==> config.mk <==
export PLATFORM = sky130hd
export DESIGN_NAME = sefe_front_end
export DESIGN_NICKNAME = d
export VERILOG_FILES = /design/src/rtl/sefe_sync.v /design/src/rtl/sefe_front_end.v
export VERILOG_INCLUDE_DIRS = /design/src /design/src/rtl
export SDC_FILE = /design/constraint.sdc
export NUM_CORES = 1
export LEC_CHECK = 0
export ABC_AREA = 1
export BUFFER_PORTS_ARGS = -buffer_cell sky130_fd_sc_hd__buf_4
export CAP_MARGIN = 10
export CELL_PAD_IN_SITES_DETAIL_PLACEMENT = 0
export CELL_PAD_IN_SITES_GLOBAL_PLACEMENT = 1
export CORE_MARGIN = 2
export CORE_UTILIZATION = 46
export DETAILED_ROUTE_END_ITERATION = 8
export GPL_TIMING_DRIVEN = 0
export PLACE_DENSITY_LB_ADDON = 0.1
export SETUP_SLACK_MARGIN = 0.1
export SLEW_MARGIN = 20
export SYNTH_ARGS = -nofsm -noshare
export SYNTH_HDL_FRONTEND = slang
export SYNTH_SLANG_ARGS = --single-unit
==> constraint.sdc <==
create_clock -name clk -period 3.6 [get_ports clk]
set_input_delay 0.72 -clock clk [delete_from_list [all_inputs] [get_ports clk]]
set_output_delay 0.72 -clock clk [all_outputs]
set_load 0.05 [all_outputs]
==> src/rtl/sefe_defines.vh <==
// Constants for the serial command front end of a small SPI EEPROM.
// Assumes inclusion by bare name from the design files of this block.
`ifndef SEFE_DEFINES_VH
`define SEFE_DEFINES_VH
// Opcodes.
`define SEFE_OP_SET_LATCH    8'h06
`define SEFE_OP_CLR_LATCH    8'h04
`define SEFE_OP_STATUS_READ  8'h05
`define SEFE_OP_STATUS_WRITE 8'h01
`define SEFE_OP_MEM_READ     8'h03
`define SEFE_OP_MEM_WRITE    8'h02
// Status register bit positions.
`define SEFE_SR_PPEN   7
`define SEFE_SR_BPHI   3
`define SEFE_SR_BPLO   2
`define SEFE_SR_LATCH  1
`define SEFE_SR_BUSY   0
// Phase codes of the command state machine.
`define SEFE_PH_OPCODE 3'h0
`define SEFE_PH_ADDR   3'h1
`define SEFE_PH_DATA   3'h2
`define SEFE_PH_READ   3'h3
`define SEFE_PH_IGNORE 3'h4
// Write cycle time in microseconds and clock rate in kHz.
`define SEFE_TWC_US    5000
`define SEFE_CLK_KHZ   40000
// Address bits per memory address and bits per byte.
`define SEFE_ADDR_BITS 16
`define SEFE_BYTE_BITS 8
`endif

==> src/rtl/sefe_sync.v <==
// Two-flop synchroniser with an edge detector on the synchronised level.
// Assumes the input is asynchronous to clk; first flop read only by second.
`timescale 1ns/100ps
module sefe_sync
#(
  parameter IDLE = 1'b0  // Pin level held in reset, so no false edge follows it.
)
(
  // Clock, reset and enable.
  input  wire clk,
  input  wire rst_n,
  input  wire ce,
  // Asynchronous level in.
  input  wire async_in,
  // Synchronised level and its edges.
  output reg  level_q,
  output wire rise,
  output wire fall
);
  reg meta_q;   // First stage, read only by the second.
  reg sync_q;   // Second stage.

  ////////////////////////////////////////////////////////////////////////////
  // Two stages and a delayed copy for edge detection.
  always @(posedge clk)
  begin
    if (!rst_n)
    begin
      meta_q  <= IDLE;
      sync_q  <= IDLE;
      level_q <= IDLE;
    end
    else if (ce)
    begin
      meta_q  <= async_in;
      sync_q  <= meta_q;
      level_q <= sync_q;
    end
  end

  // Edges are one-cycle pulses, only valid while the enable is high.
  assign rise = ce & sync_q & ~level_q;
  assign fall = ce & ~sync_q & level_q;
endmodule // sefe_sync

==> src/rtl/sefe_front_end.v <==
// Serial command front end of a small SPI EEPROM, on the system clock.
// Assumes pins arrive asynchronously; the memory array sits outside.
//
// Notes on behaviour
// - First byte after select is the opcode.
// - Input bits sampled on serial clock rising.
// - Output changes only on serial clock falling.
// - Latch set 06h, latch clear 04h.
// - Status read 05h, status write 01h.
// - Memory read 03h, memory write 02h.
// - Select high: output off, standby unless busy.
// - Write cycle starts on select rising.
// - Pin low and enable set block status write.
// - Pin high gives no protection.
// - Pin falling mid-sequence abandons status write.
// - Started status write completes regardless of pin.
// - Enable bit clear ignores the pin.
// - Clock idling high works the same.
// - Status bit 0 shows busy.
// - Latch set/cleared by opcodes, shown in status.
// - While busy only status read is obeyed.
// - Status bits 7, 3, 2, 1, 0 as placed.
`timescale 1ns/100ps
`include "sefe_defines.vh"
module sefe_front_end
#(
  parameter TWC_CYCLES = (`SEFE_TWC_US * (`SEFE_CLK_KHZ / 1000))  // Write time.
)
(
  // System clock, reset and enable.
  input  wire        clk,
  input  wire        rst_n,
  input  wire        ce,
  // Serial pins from the host.
  input  wire        sel_n,
  input  wire        sclk,
  input  wire        sdi,
  input  wire        wp_n,
  // Serial output pin as data and enable (enable low drives).
  output reg         sdo_o,
  output reg         sdo_oe_n,
  // Memory array side.
  output reg  [15:0] mem_addr,
  output reg         mem_rd,
  input  wire [7:0]  mem_rdata,
  output reg  [7:0]  mem_wdata,
  output reg         mem_wr,
  // Status and standby.
  output wire [7:0]  status,
  output wire        standby
);
  // Synchronised pins and their edges.
  wire sel_l, sel_rise, sel_fall;
  wire sck_l, sck_rise, sck_fall;
  wire sdi_l, wp_l;

  reg  [2:0]  phase_q;     // Command phase.
  reg  [7:0]  shift_q;     // Input shift register.
  reg  [4:0]  cnt_q;       // Bits taken in the current field.
  reg  [7:0]  op_q;        // Instruction register.
  reg  [7:0]  out_q;       // Output shift register.
  reg  [2:0]  ocnt_q;      // Bits left in output byte.
  reg         latch_q;     // Write-enable latch.
  reg         ppen_q;      // Protect-pin enable.
  reg  [1:0]  bp_q;        // Block-protect bits.
  reg  [7:0]  sr_new_q;    // Pending status write value.
  reg         sr_pend_q;   // Status write armed.
  reg         mem_pend_q;  // Memory write armed.
  reg         busy_q;      // Internal write cycle running.
  reg  [31:0] twc_q;       // Write cycle counter.
  reg         rd_armed_q;  // Cleared while deselected, never set or read; ocnt_q decides when a fresh byte loads.

  ////////////////////////////////////////////////////////////////////////////
  // Synchronisers; the serial clock is sampled like any other pin.
  sefe_sync #(.IDLE(1'b1)) u_sel (.clk(clk), .rst_n(rst_n), .ce(ce), .async_in(sel_n),
                   .level_q(sel_l), .rise(sel_rise), .fall(sel_fall));
  sefe_sync u_sck (.clk(clk), .rst_n(rst_n), .ce(ce), .async_in(sclk),
                   .level_q(sck_l), .rise(sck_rise), .fall(sck_fall));
  sefe_sync u_sdi (.clk(clk), .rst_n(rst_n), .ce(ce), .async_in(sdi),
                   .level_q(sdi_l), .rise(), .fall());
  sefe_sync #(.IDLE(1'b1)) u_wp  (.clk(clk), .rst_n(rst_n), .ce(ce), .async_in(wp_n),
                   .level_q(wp_l), .rise(), .fall());

  // Hardware protection is active only with pin low and enable set.
  wire hw_prot = ppen_q & ~wp_l;
  wire [7:0] next_in = {shift_q[6:0], sdi_l};

  // Status image, reserved bits read zero.
  assign status = {ppen_q, 3'h0, bp_q, latch_q, busy_q};
  // Standby only while deselected and no write runs.
  assign standby = sel_l & ~busy_q;

  ////////////////////////////////////////////////////////////////////////////
  // Command decoding and input shifting; the select and protect
  // synchronisers reset to their idle high level, so reset makes no edge.
  always @(posedge clk)
  begin
    if (!rst_n)
    begin
      phase_q    <= `SEFE_PH_IGNORE;
      shift_q    <= 8'h00;
      cnt_q      <= 5'h00;
      op_q       <= 8'h00;
      latch_q    <= 1'b0;
      ppen_q     <= 1'b0;
      bp_q       <= 2'h0;
      sr_new_q   <= 8'h00;
      sr_pend_q  <= 1'b0;
      mem_pend_q <= 1'b0;
      busy_q     <= 1'b0;
      twc_q      <= 32'h0;
      mem_addr   <= 16'h0000;
      mem_wdata  <= 8'h00;
      mem_wr     <= 1'b0;
      mem_rd     <= 1'b0;
    end
    else if (ce)
    begin
      mem_wr <= 1'b0;
      mem_rd <= 1'b0;
      // Self-timed write period counts down and then frees the device.
      if (busy_q)
      begin
        if (twc_q <= 32'h1)
          busy_q <= 1'b0;
        else
          twc_q <= twc_q - 32'h1;
      end
      if (sel_fall)
      begin
        // Only a falling select opens a new sequence.
        phase_q <= `SEFE_PH_OPCODE;
        cnt_q   <= 5'h00;
      end
      else if (sel_rise)
      begin
        // Close the sequence; armed writes start here and not sooner.
        phase_q    <= `SEFE_PH_IGNORE;
        cnt_q      <= 5'h00;
        sr_pend_q  <= 1'b0;
        mem_pend_q <= 1'b0;
        if (sr_pend_q && !hw_prot)
        begin
          ppen_q  <= sr_new_q[`SEFE_SR_PPEN];
          bp_q    <= {sr_new_q[`SEFE_SR_BPHI], sr_new_q[`SEFE_SR_BPLO]};
          latch_q <= 1'b0;
          busy_q  <= 1'b1;
          twc_q   <= TWC_CYCLES;
        end
        else if (mem_pend_q)
        begin
          mem_wr  <= 1'b1;
          latch_q <= 1'b0;
          busy_q  <= 1'b1;
          twc_q   <= TWC_CYCLES;
        end
      end
      else if (!sel_l && sck_rise && phase_q != `SEFE_PH_IGNORE)
      begin
        // Every input bit is taken on a rising serial clock.
        shift_q <= next_in;
        cnt_q   <= cnt_q + 5'h01;
        case (phase_q)
          `SEFE_PH_OPCODE:
          begin
            if (cnt_q == 5'h07)
            begin
              op_q  <= next_in;
              cnt_q <= 5'h00;
              // Busy device obeys only the status read.
              if (busy_q && next_in != `SEFE_OP_STATUS_READ)
                phase_q <= `SEFE_PH_IGNORE;
              else
                case (next_in)
                  `SEFE_OP_SET_LATCH:    begin latch_q <= 1'b1; phase_q <= `SEFE_PH_IGNORE; end
                  `SEFE_OP_CLR_LATCH:    begin latch_q <= 1'b0; phase_q <= `SEFE_PH_IGNORE; end
                  `SEFE_OP_STATUS_READ:  phase_q <= `SEFE_PH_READ;
                  `SEFE_OP_STATUS_WRITE: phase_q <= `SEFE_PH_DATA;
                  `SEFE_OP_MEM_READ:     phase_q <= `SEFE_PH_ADDR;
                  `SEFE_OP_MEM_WRITE:    phase_q <= `SEFE_PH_ADDR;
                  default:               phase_q <= `SEFE_PH_IGNORE;
                endcase
            end
          end
          `SEFE_PH_ADDR:
          begin
            mem_addr <= {mem_addr[14:0], sdi_l};
            if (cnt_q == 5'h0f)
            begin
              cnt_q <= 5'h00;
              if (op_q == `SEFE_OP_MEM_READ)
              begin
                phase_q <= `SEFE_PH_READ;
                mem_rd  <= 1'b1;
              end
              else
                phase_q <= `SEFE_PH_DATA;
            end
          end
          `SEFE_PH_DATA:
          begin
            if (cnt_q == 5'h07)
            begin
              cnt_q   <= 5'h00;
              phase_q <= `SEFE_PH_IGNORE;
              // Writes need the latch; status writes also the pin.
              if (op_q == `SEFE_OP_STATUS_WRITE)
              begin
                sr_new_q  <= next_in;
                sr_pend_q <= latch_q & ~hw_prot;
              end
              else
              begin
                mem_wdata  <= next_in;
                mem_pend_q <= latch_q;
              end
            end
          end
          default:
          begin
            // Memory reads advance the address per byte for sequential reads.
            if (cnt_q == 5'h07 && op_q == `SEFE_OP_MEM_READ)
            begin
              cnt_q    <= 5'h00;
              mem_addr <= mem_addr + 16'h0001;
              mem_rd   <= 1'b1;
            end
            else if (cnt_q == 5'h07)
              cnt_q <= 5'h00;
          end
        endcase
      end
      // A pin fall while selected, with the enable bit set, cancels a pending status write.
      if (!sel_l && !sel_rise && hw_prot && sr_pend_q)
        sr_pend_q <= 1'b0;
    end
  end

  ////////////////////////////////////////////////////////////////////////////
  // Output shifter: loads and shifts only on a falling serial clock, so the
  // first bit appears after the first falling edge following the opcode, or the address for a memory read.
  always @(posedge clk)
  begin
    if (!rst_n)
    begin
      out_q      <= 8'h00;
      ocnt_q     <= 3'h0;
      rd_armed_q <= 1'b0;
      sdo_o      <= 1'b0;
      sdo_oe_n   <= 1'b1;
    end
    else if (ce)
    begin
      if (sel_l)
      begin
        sdo_oe_n   <= 1'b1;
        rd_armed_q <= 1'b0;
        ocnt_q     <= 3'h0;
      end
      else if (phase_q == `SEFE_PH_READ && sck_fall)
      begin
        sdo_oe_n <= 1'b0;
        if (ocnt_q == 3'h0)
        begin
          // Load a fresh byte and present its top bit.
          if (op_q == `SEFE_OP_MEM_READ)
          begin
            sdo_o <= mem_rdata[7];
            out_q <= {mem_rdata[6:0], 1'b0};
          end
          else
          begin
            sdo_o <= status[7];
            out_q <= {status[6:0], 1'b0};
          end
          ocnt_q <= 3'h7;
        end
        else
        begin
          sdo_o  <= out_q[7];
          out_q  <= {out_q[6:0], 1'b0};
          ocnt_q <= ocnt_q - 3'h1;
        end
      end
    end
  end
endmodule // sefe_front_end

==> impl_results.md, run 1 <==
- Antenna violations before repair: 0
- Final min period: 2.11 ns
- DRC Markers: 0
- Hold buffers post-CTS: 0
- Worst hold path class: flop to flop
- TritonRoute pass-1 iters: 4
- Max VDD drop: 0.277 mV
- I/O pins: 52
- Rows: 41
- Height of the die: 118 um
- Synth Warn #: 0
- H-tree levels: 4
- Core box area: 12700 sq um
- Post-Route WL: 16300 um
- DP Wirelength: 12200 um
- Bufs on Longest Clock Path: 2
- Post-synth EDFFs: 0
- RePlAce Congestion: 0.912
- Starting Density: 47.2%
- Dpl cells: 1094
- Final Hold Viols: 0
- #FFs+latches synth: roughly 120
- Commonest non-fill, non-tap cell in the layout: nand2_1
- Congestion Overflow GR: 0
- ANT cells: 0
- Leak: 3.15 nW
- Largest net degree at the start of global routing: 17
- Final count of negative-setup-slack endpoints: 0
- Clock Skew: 0.00535 ns
- Most area-consuming cells after synthesis: dfxtp_1 (39%), nand2_1 (9.8%), a21oi_1 (8.2%)
- Fin Setup TNS: 0 ns
- Detail Route Antenna Nets: 0
- Final worst slack: ~1.5 ns
- Crit Path Category: flop to flop
- Design Area, Final: 7120 sq um
- Clock Sinks: 115
- Die width: approximately 120 um
- Placed inst area: 6550 sq um
- Max FO, Critical Path: 10
- CP Launch Type: flop
- Die Footprint: about 14000 sq um
- Top cell type's share of synthesized area: ~39%
- Place WS: 1.36 ns
- Num CTS Buffers: 17
- Period Utilization, post-route: 58.7%
- Outcome: finished, final reports clean
- Post-Syn Area per Cell: 6.84 sq um
- Post-CTS Setup Bufs: 0
- CTS tree: built
- CP required: 3.90 ns
- Post-synthesis sequential area ratio: 38.5%
- Cell Area, Synth: 5970 sq um
- Most frequent cells in the layout: nand2_1 (156), dfxtp_1 (115), nor2_1 (108)
- Ys async rst share: 0%
- Layout cells sized above 1: 13.1%
- Worst-path clk slew: 0.05 ns
- Layout area overhead: 19.1%
- RSZ-0062 raised after global routing: false
- Worst slew pin tran: around 0.6 ns
- Mapped Cells: 873
- Root Driver: clkbuf_16
- Max cap viols: 0
- PD cells: around 430 nW/um^2
- Worst slew margin: about three fifths
- Post-CTS sizing: 0
- Port buffer count: 47
- Yosys cell types: 44
- Crit. End Element: flop
- Core Util, Final: between 50% and 60%
- WL/cell: about 14 um
- Avg Vias per Cell: approximately 5.2
- R2R setup slack: 1.49 ns
- GRT Total Usage: 24.0%
- CP arrival: 2.41 ns
- Nets@finish: 964
- Vias in the first global route: 5488
- Biggest area consumer among synthesized cells: dfxtp_1
- Non-filler cells, final: about 1100
- Worst skew pair latency: just over 0.4 ns
- Via count: 5890
- First-pass GRT wire length: 27000 um
- Fmax: 0.473 GHz
- Max Slew Vio Count: 0
- Post-synth top flop: dfxtp_1
- DR iter-0 viols: 359
## state kept, by name, summed over array words and instances, names as in the netlist, 2 cells and up
register   count
mem_wdata      8
twc_q         32
sr_new_q       3
cnt_q          5
phase_q        3
bp_q           2
op_q           8
ocnt_q         3
mem_addr      16
out_q          7
shift_q        7
## synth_stat cells (11+ instances only)
cell type    n
dfxtp_1    115
a21oi_1     98
nor2_1     108
clkbuf_1    16
o211ai_1    11
inv_1      104
nand3_1     66
nor3_1      15
nand4_1     20
o21ai_0     76
nand2_1    156
## routing by layer
| metal | vias to the layer above | share of wire, % | GRT usage, % |
|---|---|---|---|
| met2 | 114 | 50 | 42.6 |
| met1 | 2736 | 45 | 28.8 |
| met3 | 26 | 3.0 | 4.60 |
| li1 | 3014 | - | - |
| met5 | - | 0 | 0 |
| met4 | 0 | 1.8 | 8.73 |
## critical path: stages, from the launching register on
cell and delay, ns:
dfxtp_1 0.42, inv_1 0.09, ha_1 0.25, nand3_1 0.13, nand2_1 0.09, nand4_2 0.22, nand4_1 0.19, nor2_1 0.38
nand3_1 0.12, nand2_1 0.08, nor2_1 0.03
## kinds of logic after synthesis
kind of cell,count (synthesis),synth area share (%)
buf+inv,145,10.7
xor+xnor,7,1.03
other cells,1,0.0628
compound gates,203,18.0
fa+ha+maj,8,1.68
simple gates,394,30.0
flops,115,38.5
## path summary, 6_finish.rpt
path | from | depth (start not counted) | to
setup reg to reg | twc_q[0] | 10 | twc_q[24]
hold reg to reg | op_q[7] | 2 | op_q[7]
setup / recovery | twc_q[0] | 10 | twc_q[24]
hold / removal | op_q[7] | 2 | op_q[7]
## power breakdown
part           internal (mW)  switching, mW
Clock                   1.04          0.575
Combinational         0.0407         0.0915
Sequential              1.28        0.00816
## metrics by stage
step,power (mW),hold slack [ns]
floorplan,1.40,0.429
global placement,1.45,0.439
detailed placement,1.45,0.444
CTS,3.07,0.455
global route,3.15,0.478
finish,3.04,0.456
## final cells by class
cell class	count	area, sq um
Fill cell	1271	5550
Multi-Input combinational cell	615	3040
Sequential cell	115	2300
Clock buffer	20	457
Inverter	111	424
Timing Repair Buffer	47	353
Tap cell	172	215
Buffer	34	214
Clock inverter	10	110
(Power assumes the default switching activity.)
==> run 2: changes to the inputs <==
CORE_UTILIZATION = 43   (was 46)
clock period = 2.1 ns   (was 3.6 ns; I/O delays follow)
==> run 2 against run 1 <==
Against the previous run: sequential power is 72% higher; register-to-register slack worse by 1.3 ns; maximum frequency is 13% higher; global-route usage is 1.1 points lower; flip-flop and latch count stayed put; clock power is 88% higher.
==> impl_results.md, run 2 (same netlist as run 1, synthesis figures left out) <==
- Final count of negative-setup-slack endpoints: 0
- CTS tree: built
- Max cap viols: 0
- Worst skew pair latency: between 0.4 and 0.5 ns
- Rows: 43
- Max FFs per register: 32
- Root Driver: clkbuf_16
- Clock Skew: 0.00766 ns
- Bufs on Longest Clock Path: 2
- Leak: 3.23 nW
- Fill cells: 1393
- Layout cells sized above 1: 15.7%
- Nets@finish: approximately 970
- Power, Total: between 5 and 6 mW
- Slowest-stage cell, CP: dfxtp_1
- Crit Path Category: flop to flop
- Final Hold Viols: 0
- WL/cell: 14.4 um
- Biggest regs: twc_q: 32 flops, mem_addr: 16 flops
- GRT Total Usage: 22.9%
- Outcome: finished, final reports clean
- Max FO, Critical Path: 5
- Starting Density: between 40% and 50%
- Worst-path cell chain: ha_1 -> nand2_2 -> nor2_1 -> ha_1 -> or2_2 -> nand2_1 -> o21ai_1 -> nand2_2 -> nor2_1 -> nand3_1 -> a21oi_1
- Most frequent cells in the layout: nand2_1 (153), dfxtp_1 (111), inv_1 (103)
- I/O pins: 52
- Clock Sinks: 115
- Worst hold path class: input pin to flop
- CP arrival: 2.21 ns
- First-pass GRT wire length: roughly 27000 um
- H-tree levels: 4
- Commonest non-fill, non-tap cell in the layout: nand2_1
- Final min period: approximately 1.9 ns
- Core Util, Final: 53.3%
- Biggest register: twc_q
- Worst slew margin: 55.1%
- Avg Vias per Cell: roughly 5
- CP required: 2.44 ns
- Layout area overhead: 22.3%
- DRC Markers: 0
- Height of the die: 122 um
- Period Utilization, post-route: between 80% and 90%
- Family with the most delay on the worst path: simple AND/OR/NAND/NOR gates
- Placed inst area: 6560 sq um
- ANT cells: 0
- Max VDD drop: 0.480 mV
- Fmax: 0.537 GHz
- Detail Route Antenna Nets: 0
- Worst-path clk slew: roughly 0.050 ns
- Vias in the first global route: 5536
- Hold buffers post-CTS: 0
- Congestion Overflow GR: 0
- Post-Route WL: 16500 um
- Die width: 122 um
- CP Launch Type: flop
- Design Area, Final: 7310 sq um
- Largest stage delay, worst path: 0.37 ns
- Worst slew pin tran: 0.673 ns
- Antenna violations before repair: 0
- Num CTS Buffers: 17
- RePlAce Congestion: 0.862
- Buffers & Inverters on Critical Path: 0
- Die Footprint: 14900 sq um
- Via count: 5854
- PD cells: 749 nW/um^2
- DR iter-0 viols: 447
- Core box area: 13700 sq um
- Largest net degree at the start of global routing: 17
- DP Wirelength: 12100 um
- RSZ-0062 raised after global routing: true
- Port buffer count: 47
- Max Slew Vio Count: 0
- Crit. End Element: flop
- Fin Setup TNS: 0 ns
- TritonRoute pass-1 iters: 6
[run 2: cell type report]
cell class              instances  area [sq um]  share of cell area, %
multi-input cells             616          3120                   42.6
flip-flops and latches        115          2310                   31.6
clock buffers                  23           498                   6.81
inverters                     111           424                   5.80
repair buffers                 53           398                   5.44
well taps                     180           225                   3.08
plain buffers                  34           216                   2.96
clock inverters                 9           125                   1.71
[run 2: where the power goes]
| part | switching [mW] | internal [mW] | leakage [nW] |
|---|---|---|---|
| clock | 1.01 | 2.01 | 0.305 |
| sequential | 0.0142 | 2.20 | 0.930 |
| combinational | 0.162 | 0.0749 | 2.00 |
[run 2: per-stage QoR]
stage | std cells | setup slack, ns | hold slack (ns)
after global placement | 1102 | -0.0287 | 0.442
after detailed placement | 1102 | -0.0396 | 0.449
after global routing | 1141 | 0.0693 | 0.219
after floorplan | 875 | 0.221 | 0.429
after CTS | 1134 | 0.129 | 0.211
final | 1141 | 0.236 | 0.223
[run 2: worst paths after layout]
path	start	endpoint	depth (start not counted)	slack, ns
setup / recovery	cnt_q[0]	phase_q[1]	11	0.24
hold / removal	sdi	u_sdi.meta_q	3	0.22
setup reg to reg	cnt_q[0]	phase_q[1]	11	0.24
hold reg to reg	op_q[7]	op_q[7]	2	0.45
[run 2: timing repair]
item                                    CTS  global route
endpoints found under the setup margin    9            52
cloned                                    0             1
pin swaps                                 0             6
gates resized for setup                   4            20
setup buffers                             0             6
[run 2: worst reg2reg max path, stage by stage, from the launching register on]
cell and delay (ns):
dfxtp_1 0.37, ha_1 0.19, nand2_2 0.08, nor2_1 0.16
ha_1 0.18, or2_2 0.12, nand2_1 0.08, o21ai_1 0.15
nand2_2 0.11, nor2_1 0.13, nand3_1 0.09, a21oi_1 0.13
[run 2: metal layers]
metal	track usage [%]	vias to the layer above	routed length, um
met5	0	-	0
met4	9.70	0	362
met3	5.15	29	575
met2	40.0	111	8310
met1	27.1	2686	7220
li1	-	3028	-
